## config.mk

```make
export PLATFORM = sky130hd
export DESIGN_NAME = dasc_top
export DESIGN_NICKNAME = d
export VERILOG_FILES = /design/src/dasc_pkg.sv /design/src/dasc_top.sv
export SDC_FILE = /design/constraint.sdc
export NUM_CORES = 1
export LEC_CHECK = 0
export ABC_CLOCK_PERIOD_IN_PS = 9200
export BUFFER_PORTS_ARGS = -buffer_cell sky130_fd_sc_hd__buf_2
export CAP_MARGIN = 20
export CORE_MARGIN = 2
export CORE_UTILIZATION = 34
export DETAILED_ROUTE_END_ITERATION = 8
export GPL_TIMING_DRIVEN = 1
export PLACE_DENSITY_LB_ADDON = 0.1
export SLEW_MARGIN = 15
export SYNTH_ARGS = -nofsm -noshare
export SYNTH_HDL_FRONTEND = slang
export SYNTH_SLANG_ARGS = --single-unit
```

## constraint.sdc

```tcl
create_clock -name MCLK -period 9.2 [get_ports MCLK]
set_input_delay 2.76 -clock MCLK [delete_from_list [all_inputs] [get_ports MCLK]]
set_output_delay 2.76 -clock MCLK [all_outputs]
set_load 0.05 [all_outputs]
```

## src/dasc_pkg.sv

```systemverilog
// Constants and types for the dual converter serial mode control block
package dasc_pkg;
  localparam int CLK_PERIOD_NS = 5;

  // Positions in the synchronised pin vector
  localparam int PIN_CLK  = 0;
  localparam int PIN_TRIG = 1;
  localparam int PIN_RD   = 2;
  localparam int PIN_SDI  = 3;
  localparam int PIN_AUTO = 4;
  localparam int PIN_SGL  = 5;
  localparam int NPIN     = 6;

  // Configuration word, first bit shifted in lands in bit 11
  localparam int CFG_W      = 12;
  localparam int CFG_CHAN_H = 11;
  localparam int CFG_FEAT_H = 9;
  localparam int CFG_FEAT_L = 8;
  localparam int CFG_CMD_H  = 7;
  localparam int CFG_CMD_L  = 5;
  localparam int CFG_DEEP   = 4;
  localparam int CFG_NAP    = 3;
  localparam int CFG_AN     = 2;
  localparam int CFG_REFOFF = 1;
  localparam int CFG_DUAL   = 0;
  localparam int DAC_W      = 10;

  localparam logic [1:0]       FEAT_UPDATE = 2'h1;
  localparam logic [2:0]       CMD_DAC_WR  = 3'h1;
  localparam logic [2:0]       CMD_DAC_RD  = 3'h3;
  localparam logic [2:0]       CMD_RESET   = 3'h5;
  localparam logic [DAC_W-1:0] DAC_RESET   = 10'h3ff;

  // Counts of converter clock edges
  localparam logic [3:0] CFG_EDGE      = 4'hc;
  localparam logic [3:0] CHAN_EDGE     = 4'h2;
  localparam logic [4:0] CONV_CLKS     = 5'h10;
  localparam int         NAP_WAKE_CLKS = 3;

  // Times and their counts of MCLK cycles
  localparam int DEEP_OFF_NS  = 2000;
  localparam int DEEP_WAKE_NS = 1000;
  localparam int NAP_OFF_NS   = 200;
  localparam int RESET_NS     = 500;
  localparam int DEEP_OFF_CYC  = DEEP_OFF_NS / CLK_PERIOD_NS;
  localparam int DEEP_WAKE_CYC = DEEP_WAKE_NS / CLK_PERIOD_NS;
  localparam int NAP_OFF_CYC   = NAP_OFF_NS / CLK_PERIOD_NS;
  localparam int RESET_CYC     = (RESET_NS + CLK_PERIOD_NS - 1) / CLK_PERIOD_NS;

  // APB map
  localparam logic [7:0] ADDR_SAMPLE = 8'h00;
  localparam logic [7:0] ADDR_STATUS = 8'h04;
  localparam logic [7:0] ADDR_CONFIG = 8'h08;

  typedef enum logic [1:0] {PW_ON, PW_FALL, PW_OFF, PW_WAKE} dasc_pwr_e;

  typedef struct packed {
    logic [NPIN-1:0]  s1, s2, s3, pin;
    logic             clk_d, trig_d, rd_d;
    logic [CFG_W-1:0] cfg, sh_in;
    logic [3:0]       rise_cnt;
    logic             acc_on, dac_wr_arm, dac_rd_arm, dac_wr_now, dac_rd_now;
    logic             pend_v, pend_rst;
    logic [2:0]       pend_pwr;
    logic [DAC_W-1:0] dac;
    logic [1:0]       chan;
    logic             conv_on, conv_pend, an_sleep, pair, res_pair, half;
    logic [4:0]       conv_cnt;
    logic [11:0]      res_a, res_b, samp_a, samp_b;
    logic [31:0]      sh_a;
    logic [15:0]      sh_b;
    logic             out_a, out_b, b_oe, analog_on, deep_mode;
    dasc_pwr_e        pwr;
    logic [8:0]       pwr_cnt, rst_cnt;
    logic [31:0]      prdata;
    logic             pready, pslverr;
  } dasc_state_s;
endpackage

```

## src/dasc_top.sv

```systemverilog
// Serial mode control and readout logic of the dual sampling converter
//
// The APB register port and the placing of the registers were decided locally.
`timescale 1ns/10ps
`default_nettype none

////////////////////////////////////////////////////////////////////////////////
module dasc_top (
  input  wire logic        MCLK,
  input  wire logic        RST,
  input  wire logic        CE,
  input  wire logic        PSEL,
  input  wire logic        PENABLE,
  input  wire logic        PWRITE,
  input  wire logic [7:0]  PADDR,
  input  wire logic [31:0] PWDATA,
  output logic      [31:0] PRDATA,
  output logic             PREADY,
  output logic             PSLVERR,
  input  wire logic        CONV_CLK,
  input  wire logic        SAMPLE_TRIGGER,
  input  wire logic        READ_STROBE,
  input  wire logic        CONFIG_SERIAL_IN,
  input  wire logic        CHAN_AUTO_PIN,
  input  wire logic        SINGLE_OUTPUT_PIN,
  output logic             RESULT_LINE_A,
  output logic             RESULT_LINE_B,
  output logic             RESULT_LINE_B_OE,
  output logic             BUSY,
  output logic             ANALOG_ACTIVE,
  output logic             REF_POWER_OFF,
  output logic      [9:0]  REF_DAC_CODE
);

  function automatic dasc_pkg::dasc_state_s init_st();
    dasc_pkg::dasc_state_s s;
    s = '0;
    s.dac = dasc_pkg::DAC_RESET;
    s.b_oe = 1'b1;
    s.analog_on = 1'b1;
    s.pwr = dasc_pkg::PW_ON;
    return s;
  endfunction

  localparam dasc_pkg::dasc_state_s ST_INIT = init_st();

  dasc_pkg::dasc_state_s        st;
  dasc_pkg::dasc_state_s        n;
  logic [dasc_pkg::NPIN-1:0]    pins_raw;
  logic [dasc_pkg::NPIN-1:0]    pin_next;
  logic                         fall;
  logic                         rise;
  logic                         trig_rise;
  logic                         rd_rise;
  logic                         live;
  logic                         auto_m;
  logic                         sgl;
  logic                         conv_done;
  logic                         sleep_req;
  logic [15:0]                  frame_a;
  logic [15:0]                  frame_b;
  logic [dasc_pkg::CFG_W-1:0]   word;

  assign pins_raw = {SINGLE_OUTPUT_PIN, CHAN_AUTO_PIN, CONFIG_SERIAL_IN,
                     READ_STROBE, SAMPLE_TRIGGER, CONV_CLK};

  ////////////////////////////////////////////////////////////////////////////
  // Pin qualification: a change counts once stages two and three agree
  for (genvar i = 0; i < dasc_pkg::NPIN; i++) begin : g_sync
    assign pin_next[i] = (st.s2[i] == st.s3[i]) ? st.s3[i] : st.pin[i];
  end

  assign fall      = st.clk_d & ~st.pin[dasc_pkg::PIN_CLK];
  assign rise      = ~st.clk_d & st.pin[dasc_pkg::PIN_CLK];
  assign trig_rise = ~st.trig_d & st.pin[dasc_pkg::PIN_TRIG];
  assign rd_rise   = ~st.rd_d & st.pin[dasc_pkg::PIN_RD];
  assign live      = (st.rst_cnt == '0);
  assign auto_m    = st.pin[dasc_pkg::PIN_AUTO];
  assign sgl       = st.pin[dasc_pkg::PIN_SGL];
  assign conv_done = fall & st.conv_on & (st.conv_cnt == dasc_pkg::CONV_CLKS - 5'h1);
  assign sleep_req = st.cfg[dasc_pkg::CFG_DEEP] | st.cfg[dasc_pkg::CFG_NAP] | st.an_sleep;
  assign word      = {st.sh_in[dasc_pkg::CFG_W-2:0], st.pin[dasc_pkg::PIN_SDI]};

  // Frame headers; MSB first, result kept in twos complement
  assign frame_a = {auto_m & st.res_pair, 1'b0, st.res_a, 2'b00};
  assign frame_b = {auto_m & st.res_pair, sgl, st.res_b, 2'b00};

  ////////////////////////////////////////////////////////////////////////////
  // Next state
  always_comb begin
    n = st;
    n.s1 = pins_raw;
    n.s2 = st.s1;
    n.s3 = st.s2;
    n.pin = pin_next;
    n.clk_d = st.pin[dasc_pkg::PIN_CLK];
    n.trig_d = st.pin[dasc_pkg::PIN_TRIG];
    n.rd_d = st.pin[dasc_pkg::PIN_RD];
    n.pready = 1'b0;

    // APB slave: one wait state, error on unmapped offsets
    if (PSEL && PENABLE && !st.pready) begin
      n.pready = 1'b1;
      n.pslverr = 1'b0;
      n.prdata = '0;
      case (PADDR)
        dasc_pkg::ADDR_SAMPLE: begin
          if (PWRITE) begin
            n.samp_a = PWDATA[11:0];
            n.samp_b = PWDATA[27:16];
          end
          n.prdata = {4'h0, st.samp_b, 4'h0, st.samp_a};
        end
        dasc_pkg::ADDR_STATUS: begin
          n.prdata = {4'h0, st.chan, st.dac, 8'h0, ~live, st.b_oe, st.res_pair,
                      st.half, st.an_sleep, st.conv_on, st.pwr};
        end
        dasc_pkg::ADDR_CONFIG: begin
          n.prdata = {20'h0, st.cfg};
        end
        default: begin
          n.pslverr = 1'b1;
        end
      endcase
    end

    if (!sgl) begin
      n.b_oe = 1'b1;
    end

    if (!live) begin
      // Serial side ignores all pins but the single output pin (line B enable) while the device reset runs out
      n.rst_cnt = st.rst_cnt - 9'h1;
    end else begin
      // Power sequencing; register contents stay untouched
      case (st.pwr)
        dasc_pkg::PW_ON: begin
          if (sleep_req) begin
            n.pwr = dasc_pkg::PW_FALL;
            n.deep_mode = st.cfg[dasc_pkg::CFG_DEEP];
            n.pwr_cnt = st.cfg[dasc_pkg::CFG_DEEP] ?
                        9'(dasc_pkg::DEEP_OFF_CYC) : 9'(dasc_pkg::NAP_OFF_CYC);
          end
        end
        dasc_pkg::PW_FALL: begin
          if (!sleep_req) begin
            n.pwr = dasc_pkg::PW_ON;
          end else if (st.pwr_cnt == '0) begin
            n.pwr = dasc_pkg::PW_OFF;
            n.analog_on = 1'b0;
          end else begin
            n.pwr_cnt = st.pwr_cnt - 9'h1;
          end
        end
        dasc_pkg::PW_OFF: begin
          if (!sleep_req) begin
            n.pwr = dasc_pkg::PW_WAKE;
            n.pwr_cnt = st.deep_mode ?
                        9'(dasc_pkg::DEEP_WAKE_CYC) : 9'(dasc_pkg::NAP_WAKE_CLKS);
          end
        end
        dasc_pkg::PW_WAKE: begin
          if (st.pwr_cnt == '0) begin
            n.pwr = dasc_pkg::PW_ON;
            n.analog_on = 1'b1;
          end else if (st.deep_mode || fall) begin
            n.pwr_cnt = st.pwr_cnt - 9'h1;
          end
        end
        default: begin
          n.pwr = dasc_pkg::PW_ON;
        end
      endcase

      // Trigger: ignored in deep or nap, wakes from auto-nap
      if (trig_rise && !st.cfg[dasc_pkg::CFG_DEEP] && !st.cfg[dasc_pkg::CFG_NAP]) begin
        n.conv_pend = 1'b1;
        n.an_sleep = 1'b0;
      end
      if (st.conv_pend && !st.conv_on && st.pwr == dasc_pkg::PW_ON && !sleep_req) begin
        n.conv_on = 1'b1;
        n.conv_pend = 1'b0;
        n.conv_cnt = '0;
      end

      // Configuration capture on rising edges
      if (rise && st.acc_on) begin
        n.sh_in = word;
        n.rise_cnt = st.rise_cnt + 4'h1;
        if (n.rise_cnt == dasc_pkg::CFG_EDGE) begin
          n.acc_on = 1'b0;
          n.dac_wr_now = 1'b0;
          n.dac_rd_now = 1'b0;
          if (st.dac_wr_now) begin
            n.dac = word[dasc_pkg::DAC_W-1:0];
          end else if (!st.dac_rd_now) begin
            if (word[dasc_pkg::CFG_FEAT_H:dasc_pkg::CFG_FEAT_L] == dasc_pkg::FEAT_UPDATE) begin
              // Features act here, power flags wait for the falling edge
              n.cfg[dasc_pkg::CFG_W-1:dasc_pkg::CFG_CMD_L] =
                word[dasc_pkg::CFG_W-1:dasc_pkg::CFG_CMD_L];
              n.cfg[dasc_pkg::CFG_REFOFF] = word[dasc_pkg::CFG_REFOFF];
              n.cfg[dasc_pkg::CFG_DUAL] = word[dasc_pkg::CFG_DUAL];
              n.pend_v = 1'b1;
              n.pend_pwr = word[dasc_pkg::CFG_DEEP:dasc_pkg::CFG_AN];
              n.dac_wr_arm = (word[dasc_pkg::CFG_CMD_H:dasc_pkg::CFG_CMD_L] ==
                              dasc_pkg::CMD_DAC_WR);
              n.dac_rd_arm = (word[dasc_pkg::CFG_CMD_H:dasc_pkg::CFG_CMD_L] ==
                              dasc_pkg::CMD_DAC_RD);
            end
            n.pend_rst = (word[dasc_pkg::CFG_CMD_H:dasc_pkg::CFG_CMD_L] ==
                          dasc_pkg::CMD_RESET);
          end
        end
      end

      if (fall) begin
        n.out_a = st.sh_a[31];
        n.out_b = st.sh_b[15];
        n.sh_a = {st.sh_a[30:0], 1'b0};
        n.sh_b = {st.sh_b[14:0], 1'b0};
        // Static input over the first clocks selects the pair
        if (st.acc_on && st.rise_cnt == dasc_pkg::CHAN_EDGE) begin
          n.chan = st.sh_in[1:0];
        end
        if (st.conv_on) begin
          n.conv_cnt = st.conv_cnt + 5'h1;
        end
        if (conv_done) begin
          n.conv_on = 1'b0;
          n.res_a = st.samp_a;
          n.res_b = st.samp_b;
          // Channel bits count only in manual mode
          n.res_pair = auto_m ? st.pair : st.chan[1];
          n.pair = auto_m ? ~st.pair : st.pair;
          n.half = 1'b0;
          n.an_sleep = st.cfg[dasc_pkg::CFG_AN];
          if (sgl) begin
            n.b_oe = ~auto_m & st.cfg[dasc_pkg::CFG_DUAL];
          end
        end
        if (st.pend_v) begin
          n.pend_v = 1'b0;
          n.cfg[dasc_pkg::CFG_DEEP:dasc_pkg::CFG_AN] = st.pend_pwr;
          if (st.pend_pwr[2] || st.pend_pwr[1]) begin
            n.conv_on = 1'b0;
            n.conv_pend = 1'b0;
          end
        end
      end

      // Read strobe: load frames and open a configuration access
      if (rd_rise) begin
        n.acc_on = 1'b1;
        n.rise_cnt = '0;
        n.sh_in = '0;
        n.dac_wr_now = st.dac_wr_arm;
        n.dac_wr_arm = 1'b0;
        n.sh_b = frame_b;
        if (st.dac_rd_arm) begin
          n.sh_a = {4'h0, st.dac, 2'b00, 16'h0};
          n.dac_rd_arm = 1'b0;
          n.dac_rd_now = 1'b1;
        end else if (sgl && st.cfg[dasc_pkg::CFG_DUAL]) begin
          n.sh_a = {frame_a, frame_b};
        end else if (sgl) begin
          n.sh_a = {st.half ? frame_b : frame_a, 16'h0};
          n.half = ~st.half;
        end else begin
          n.sh_a = {frame_a, 16'h0};
        end
      end

      // Device reset after the 12th falling edge of the access
      if (fall && st.pend_rst) begin
        n = ST_INIT;
        n.s1 = pins_raw;
        n.s2 = st.s1;
        n.s3 = st.s2;
        n.pin = pin_next;
        n.clk_d = st.pin[dasc_pkg::PIN_CLK];
        n.trig_d = st.pin[dasc_pkg::PIN_TRIG];
        n.rd_d = st.pin[dasc_pkg::PIN_RD];
        n.samp_a = st.samp_a;
        n.samp_b = st.samp_b;
        n.prdata = st.prdata;
        n.pslverr = st.pslverr;
        n.pready = (PSEL && PENABLE && !st.pready);
        n.rst_cnt = 9'(dasc_pkg::RESET_CYC);
      end
    end
  end

  always_ff @(posedge MCLK or posedge RST) begin
    if (RST) begin
      st <= ST_INIT;
    end else if (CE) begin
      st <= n;
    end
  end

  assign PRDATA           = st.prdata;
  assign PREADY           = st.pready;
  assign PSLVERR          = st.pslverr;
  assign RESULT_LINE_A    = st.out_a;
  assign RESULT_LINE_B    = st.out_b;
  assign RESULT_LINE_B_OE = st.b_oe;
  assign BUSY             = st.conv_on;
  assign ANALOG_ACTIVE    = st.analog_on;
  assign REF_POWER_OFF    = st.cfg[dasc_pkg::CFG_REFOFF];
  assign REF_DAC_CODE     = st.dac;
endmodule

`default_nettype wire

```

[Yosys cells after proc, flatten, opt, wreduce, memory -nomap -nowiden]
Cells that the tools add are included.
Storage, ports and cells
  input port bits: 52
  output and inout port bits: 50
  word-level logic and storage cells: 244
  flip-flop bits (word level): 242
Operators by class
  $add $sub $neg: 4
  eq/ne operators: 33
  reductions and logical operators: 58
  multiplexer cells: 86
  bitwise operators: 18
Operators by type and width (count)
  $mux W216: 1
  $mux W24: 4
  $mux W88: 1
  $pmux W28 S3: 1
  $mux W34: 2
  $mux W31: 2
  $mux W9: 6
  $mux W51: 1
  $mux W48: 1
  $pmux W11 S4: 1
  $mux W38: 1
  $mux W37: 1
  $mux W7: 5
  $mux W2: 16
  $mux W32: 1
  $mux W1: 26
  $reduce_bool A2 Y1: 11
  $mux W21: 1
  $ne A3 B3 Y1 const B: 7
  $mux W20: 1
  $mux W5: 4
  $reduce_and A4 Y1: 5
  $logic_not A9 Y1: 2
  $reduce_and A6 Y1: 3
  other kinds (42): 95

[Depth between registers and ports, before layout]
  depth after elaboration: 17
  depth in mapped cells: 11
  gate-level depth less buffers: 8

[Worst setup path before layout]
Ideal clock, no wire load.
  kind: in2reg
  start point: input PADDR[1]
  end point: register st[107] (netlist bit)
  required time: 9.075 ns
  slack: 4.900 ns
  arrival time: 4.175 ns
  buffers on the path: 1
  cell stages on the path: 6
  library setup time: 0.125 ns
  cell sequence: nor4_1 nand3b_1 nor2_1 nand3_2 buf_4 mux2_2
On the way
  cells in the longest elaborated chain, start to end: 5
Ends and longest elaborated chain
  start, declared: RTL line dasc_top.sv:15  | input wire logic [7:0] PADDR,
  $logic_not A8 Y1 (*): RTL line dasc_top.sv:106  | case (PADDR)
  $mux W24 (*): RTL line dasc_top.sv:106
  $mux W24 (*): RTL line dasc_top.sv:102  | if (PSEL && PENABLE && !st.pready) begin
  $mux W216: RTL line dasc_top.sv:274  | if (fall && st.pend_rst) begin
  $mux W88 (*): RTL line dasc_top.sv:131  | if (!live) begin
  end signal, assigned: RTL line dasc_top.sv:297  | st <= n;
  end, declared: RTL line dasc_top.sv:47  | dasc_pkg::dasc_state_s st;
Mark *: on every way between the ends. The rest lies on a longest branch, timed or not. The select of a mux whose other input is x is not followed.
A chain may end at the register's enable or synchronous reset.

[Final worst setup path]
  start point: input PADDR[1]
  end point: register st[119] (netlist bit)
Same word-level chain as after synthesis.

==> impl_metrics.toml <==
[outcome]
outcome = "finished clean"

[die]
design.core.area_sq_um = 32450
core.rowCount = 66
die-area_sq_um = 34300
die_h_microns = 185.2
initial_core_util_pct = 34.39
fp.dieW_microns = 185.2
top_level_ports = 102

[critical_path]
critPathSlowestCell = "sky130_fd_sc_hd__nand3_2"
startpoint_types = "input port"
worst-path-max-fanout = 24
worstPathBufferInverterCount = 1
criticalPathCategory = "in -> reg"
path_cells = "buf_2, nor4_1, nand3b_1, nor2_1, nand3_2, mux2_2"
crit_path_start = "PADDR[1]"
critical_path.endpoint_type = "register"
worstPathArrival_ns = 5.48
worst-endpoint-required_ns = 9.62
max_stage_delay_ns = 0.63
crit-reg2reg-launch = "st[34]$_DFFE_PP0P_"
critical_path.top_delay_family = "simple AND/OR/NAND/NOR gates"

[cells_and_area]
regArea_sq_um = 5996
nNetsFinal = 1185
area_of_the_multi_input_gates_sq_um = 4479
nFillCells = 3280
post_route_cells_drive_above_1_share_pct = 20.64
postLayoutCoreUtil_pct = 38.89
area_growth_syn_to_layout_pct = 13.06

[detailed_routing]
met3_length_microns = 1057
dr.first_iter.drc_count = 491
wl_per_cell_microns = 19.21
wl_met1_microns = 14720
detailroute.wirelength.met2_microns = 14230
first_pass_detailed_route_iteration_total = 5
vias_per_cell = 5.190
dr.max_layer_used = "met4"
remaining_drc_errors = 0
drt.antenna.violating_nets = 0
route.vias.total = 8262
route.final.wire_length_microns = 30590

[placement]
routabilityCongestion = 0.7791
detailed_place_hpwl_microns = 20500
post-place-ws_ns = 3.479
port_buffers = 93

[synth]
synth.yosys.warnings = 0
netlist_area_sq_um = 11160
synth_top_flop_cell = "sky130_fd_sc_hd__dfrtp_1"
synth_edf_count = 0
syn_inst = 1100
yosys_register_bits = 239
mappedNetlistNets = 1158
synth.distinct_cells = 69
synthArstFlopShare_pct = 100.0
synth_seq_area_share_pct = 53.72
mean_post_synth_cell_area_sq_um = 10.15

[timing]
timing.slew.headroom_pct = 26.21
worst_hold_slack_ns = 0.4685
setup_viol = 0
rsz_0062_raised_after_global_routing = "no"
layout_setup_ws_ns = 4.138
hold_violations = 0
max_slew.worst_pin.slew_ns = 1.103
achievable-frequency_mhz = 197.6
timing.final.crit_share_pct = 55.02
timing.final.max_slew_violations = 0
timing.setup.tns_ns = 0
period_needed_ns = 5.062
fin_worst_skew_ns = 0.01783

[power_and_ir_drop]
power.ir.vdd_worst_uv = 123.4
cellPowerDensity_nw_per_um2 = 205.7
leakage_dissipation_nw = 5.753

[worst_hold_path]
hp-start = "PRDATA[21]$_DFFE_PP0P_"
hold_path.class = "reg -> reg"

[clocking]
clk_path_buf_depth = 3
number_of_sinks_driven_by_the_clock_tree = 239
ctsHoldBuffers = 0
cts.repair_timing.setup_buffer_count = 0
worst_skew_pair.late_latency_ns = 0.55
cts_repair_resize_count = 0
htree_levels = 1
clk_pin_slew_ns = 0.06
clock-root-buffer = "sky130_fd_sc_hd__clkbuf_16"
cts_tree = "yes"
clock_buffers_created_by_tritoncts = 29

[global_routing]
track_usage_pct = 18.34
first_global_vias = 8225
grt_pass1_wl_microns = 49150
grt_start_max_net_pins = 137
antenna_found_initial = 2
global_route.overflow_total = 0

[flow_run]
max_cap_viol_count = 0
cell usage after synthesis (all sizes together), types with 4 or more instances:
library cell,instances,area (sq um)
and2,11,70.07
a32o,4,40.04
clkbuf,55,216.5
ha,6,75.07
mux2,51,574.3
nor2,54,202.7
dfrtp,227,5680
a21o,5,38.79
inv,23,86.33
a22o,24,210.2
a31oi,9,56.30
o21ai,137,685.7
nor3,14,81.33
a2bb2oi,10,87.58
and3,7,45.05
buf,55,387.9
o31ai,28,210.2
nor4b,4,35.03
mux2i,26,260.3
o22a,12,105.1
dfstp,12,315.3
nor4,4,31.28
nand3b,9,71.32
nand2,169,634.4
nor2b,11,68.82
nand3,15,80.08
a22oi,29,217.7
a21oi,39,195.2
placed cells by master (no fill, tap or decap), drive strengths merged, types with 4 or more instances in the layout:
cell,count
buf,106
a32o,4
dfrtp,227
nor2,54
nand2,169
a2bb2oi,10
a21o,5
mux2i,26
a22oi,29
dfstp,12
ha,6
nor4b,4
a22o,24
clkbuf,43
a31oi,9
nand3b,9
nor2b,11
o21ai,137
o22a,12
a21oi,39
and3,7
nand3,15
mux2,51
nor3,14
inv,23
clkinv,9
and2,11
nor4,4
o31ai,28
per-layer routing:
layer	track usage (%)	vias to the layer above
met5	0	-
met4	3.714	0
met1	26.25	4142
met2	29.78	159
li1	-	3921
met3	2.438	40
power by group:
group	switching (W)	total, W	internal (W)
logic	0.000211	0.000319	0.000108
registers	0.0000727	0.00118	0.00110
clock network	0.000453	0.00110	0.000647
tightest hold or removal path, stage by stage, from the launching register on:
cell,delay (ns)
sky130_fd_sc_hd__dfrtp_1,0.33
sky130_fd_sc_hd__nand2_1,0.05
sky130_fd_sc_hd__o31ai_1,0.05
sequential cells by signal (all words and copies together), names as in the netlist:
| register | flops |
|---|---|
| PSLVERR | 1 |
| frame_a | 12 |
| frame_b | 13 |
| BUSY | 1 |
| REF_POWER_OFF | 1 |
| RESULT_LINE_A | 1 |
| RESULT_LINE_B_OE | 1 |
| ANALOG_ACTIVE | 1 |
| PRDATA | 32 |
| PREADY | 1 |
| REF_DAC_CODE | 10 |
| auto_m | 1 |
| st | 163 |
| RESULT_LINE_B | 1 |
layout make-up:
type	instances	share of cell area, %
multi-input combinational	727	35.49
sequential	239	47.51
inverter	24	0.7436
clock inverter	9	0.3867
antenna	2	0.03966
tap	442	4.382
timing repair buffer	106	4.561
clock buffer	43	6.881
worst paths after layout:
| check | cells after the start | end | slack (ns) |
|---|---|---|---|
| worst max-delay path | 6 | st[119]$_DFFE_PP0P_ | 4.14 |
| worst min-delay path | 2 | PRDATA[21]$_DFFE_PP0P_ | 0.47 |
| worst max register to register | 7 | REF_DAC_CODE[1]$_DFFE_PP1P_ | 5.64 |
| worst min register to register | 2 | PRDATA[21]$_DFFE_PP0P_ | 0.47 |
| max in group asynchronous | 4 | st[242]$_DFFE_PP0P_ | 5.56 |
| min in group asynchronous | 3 | PRDATA[10]$_DFFE_PP0P_ | 2.40 |
kinds of logic (layout without fill, tap and decap cells):
kind of cell / Yosys count / count (layout) / share of synthesized area [%]
mux: 77 / 77 / 7.477
other cells: 0 / 2 / 0
flops: 239 / 239 / 53.72
fa+ha+maj: 6 / 6 / 0.6726
xor+xnor: 2 / 2 / 0.1570
compound gates: 315 / 315 / 17.87
buf+inv: 134 / 182 / 6.221
simple gates: 327 / 327 / 13.89
metrics by stage:
stage | instances | power [W] | area (sq um)
2_1_floorplan | 1100 | 0.001409 | 11170
3_5_place_dp | 1538 | 0.001520 | 11700
5_1_grt | 1590 | 0.002730 | 12610
3_3_place_gp | 1538 | 0.001516 | 11700
6_report | 1592 | 0.002596 | 12620
4_1_cts | 1590 | 0.002638 | 12610
Note: power is estimated with default switching activity, not from simulation.
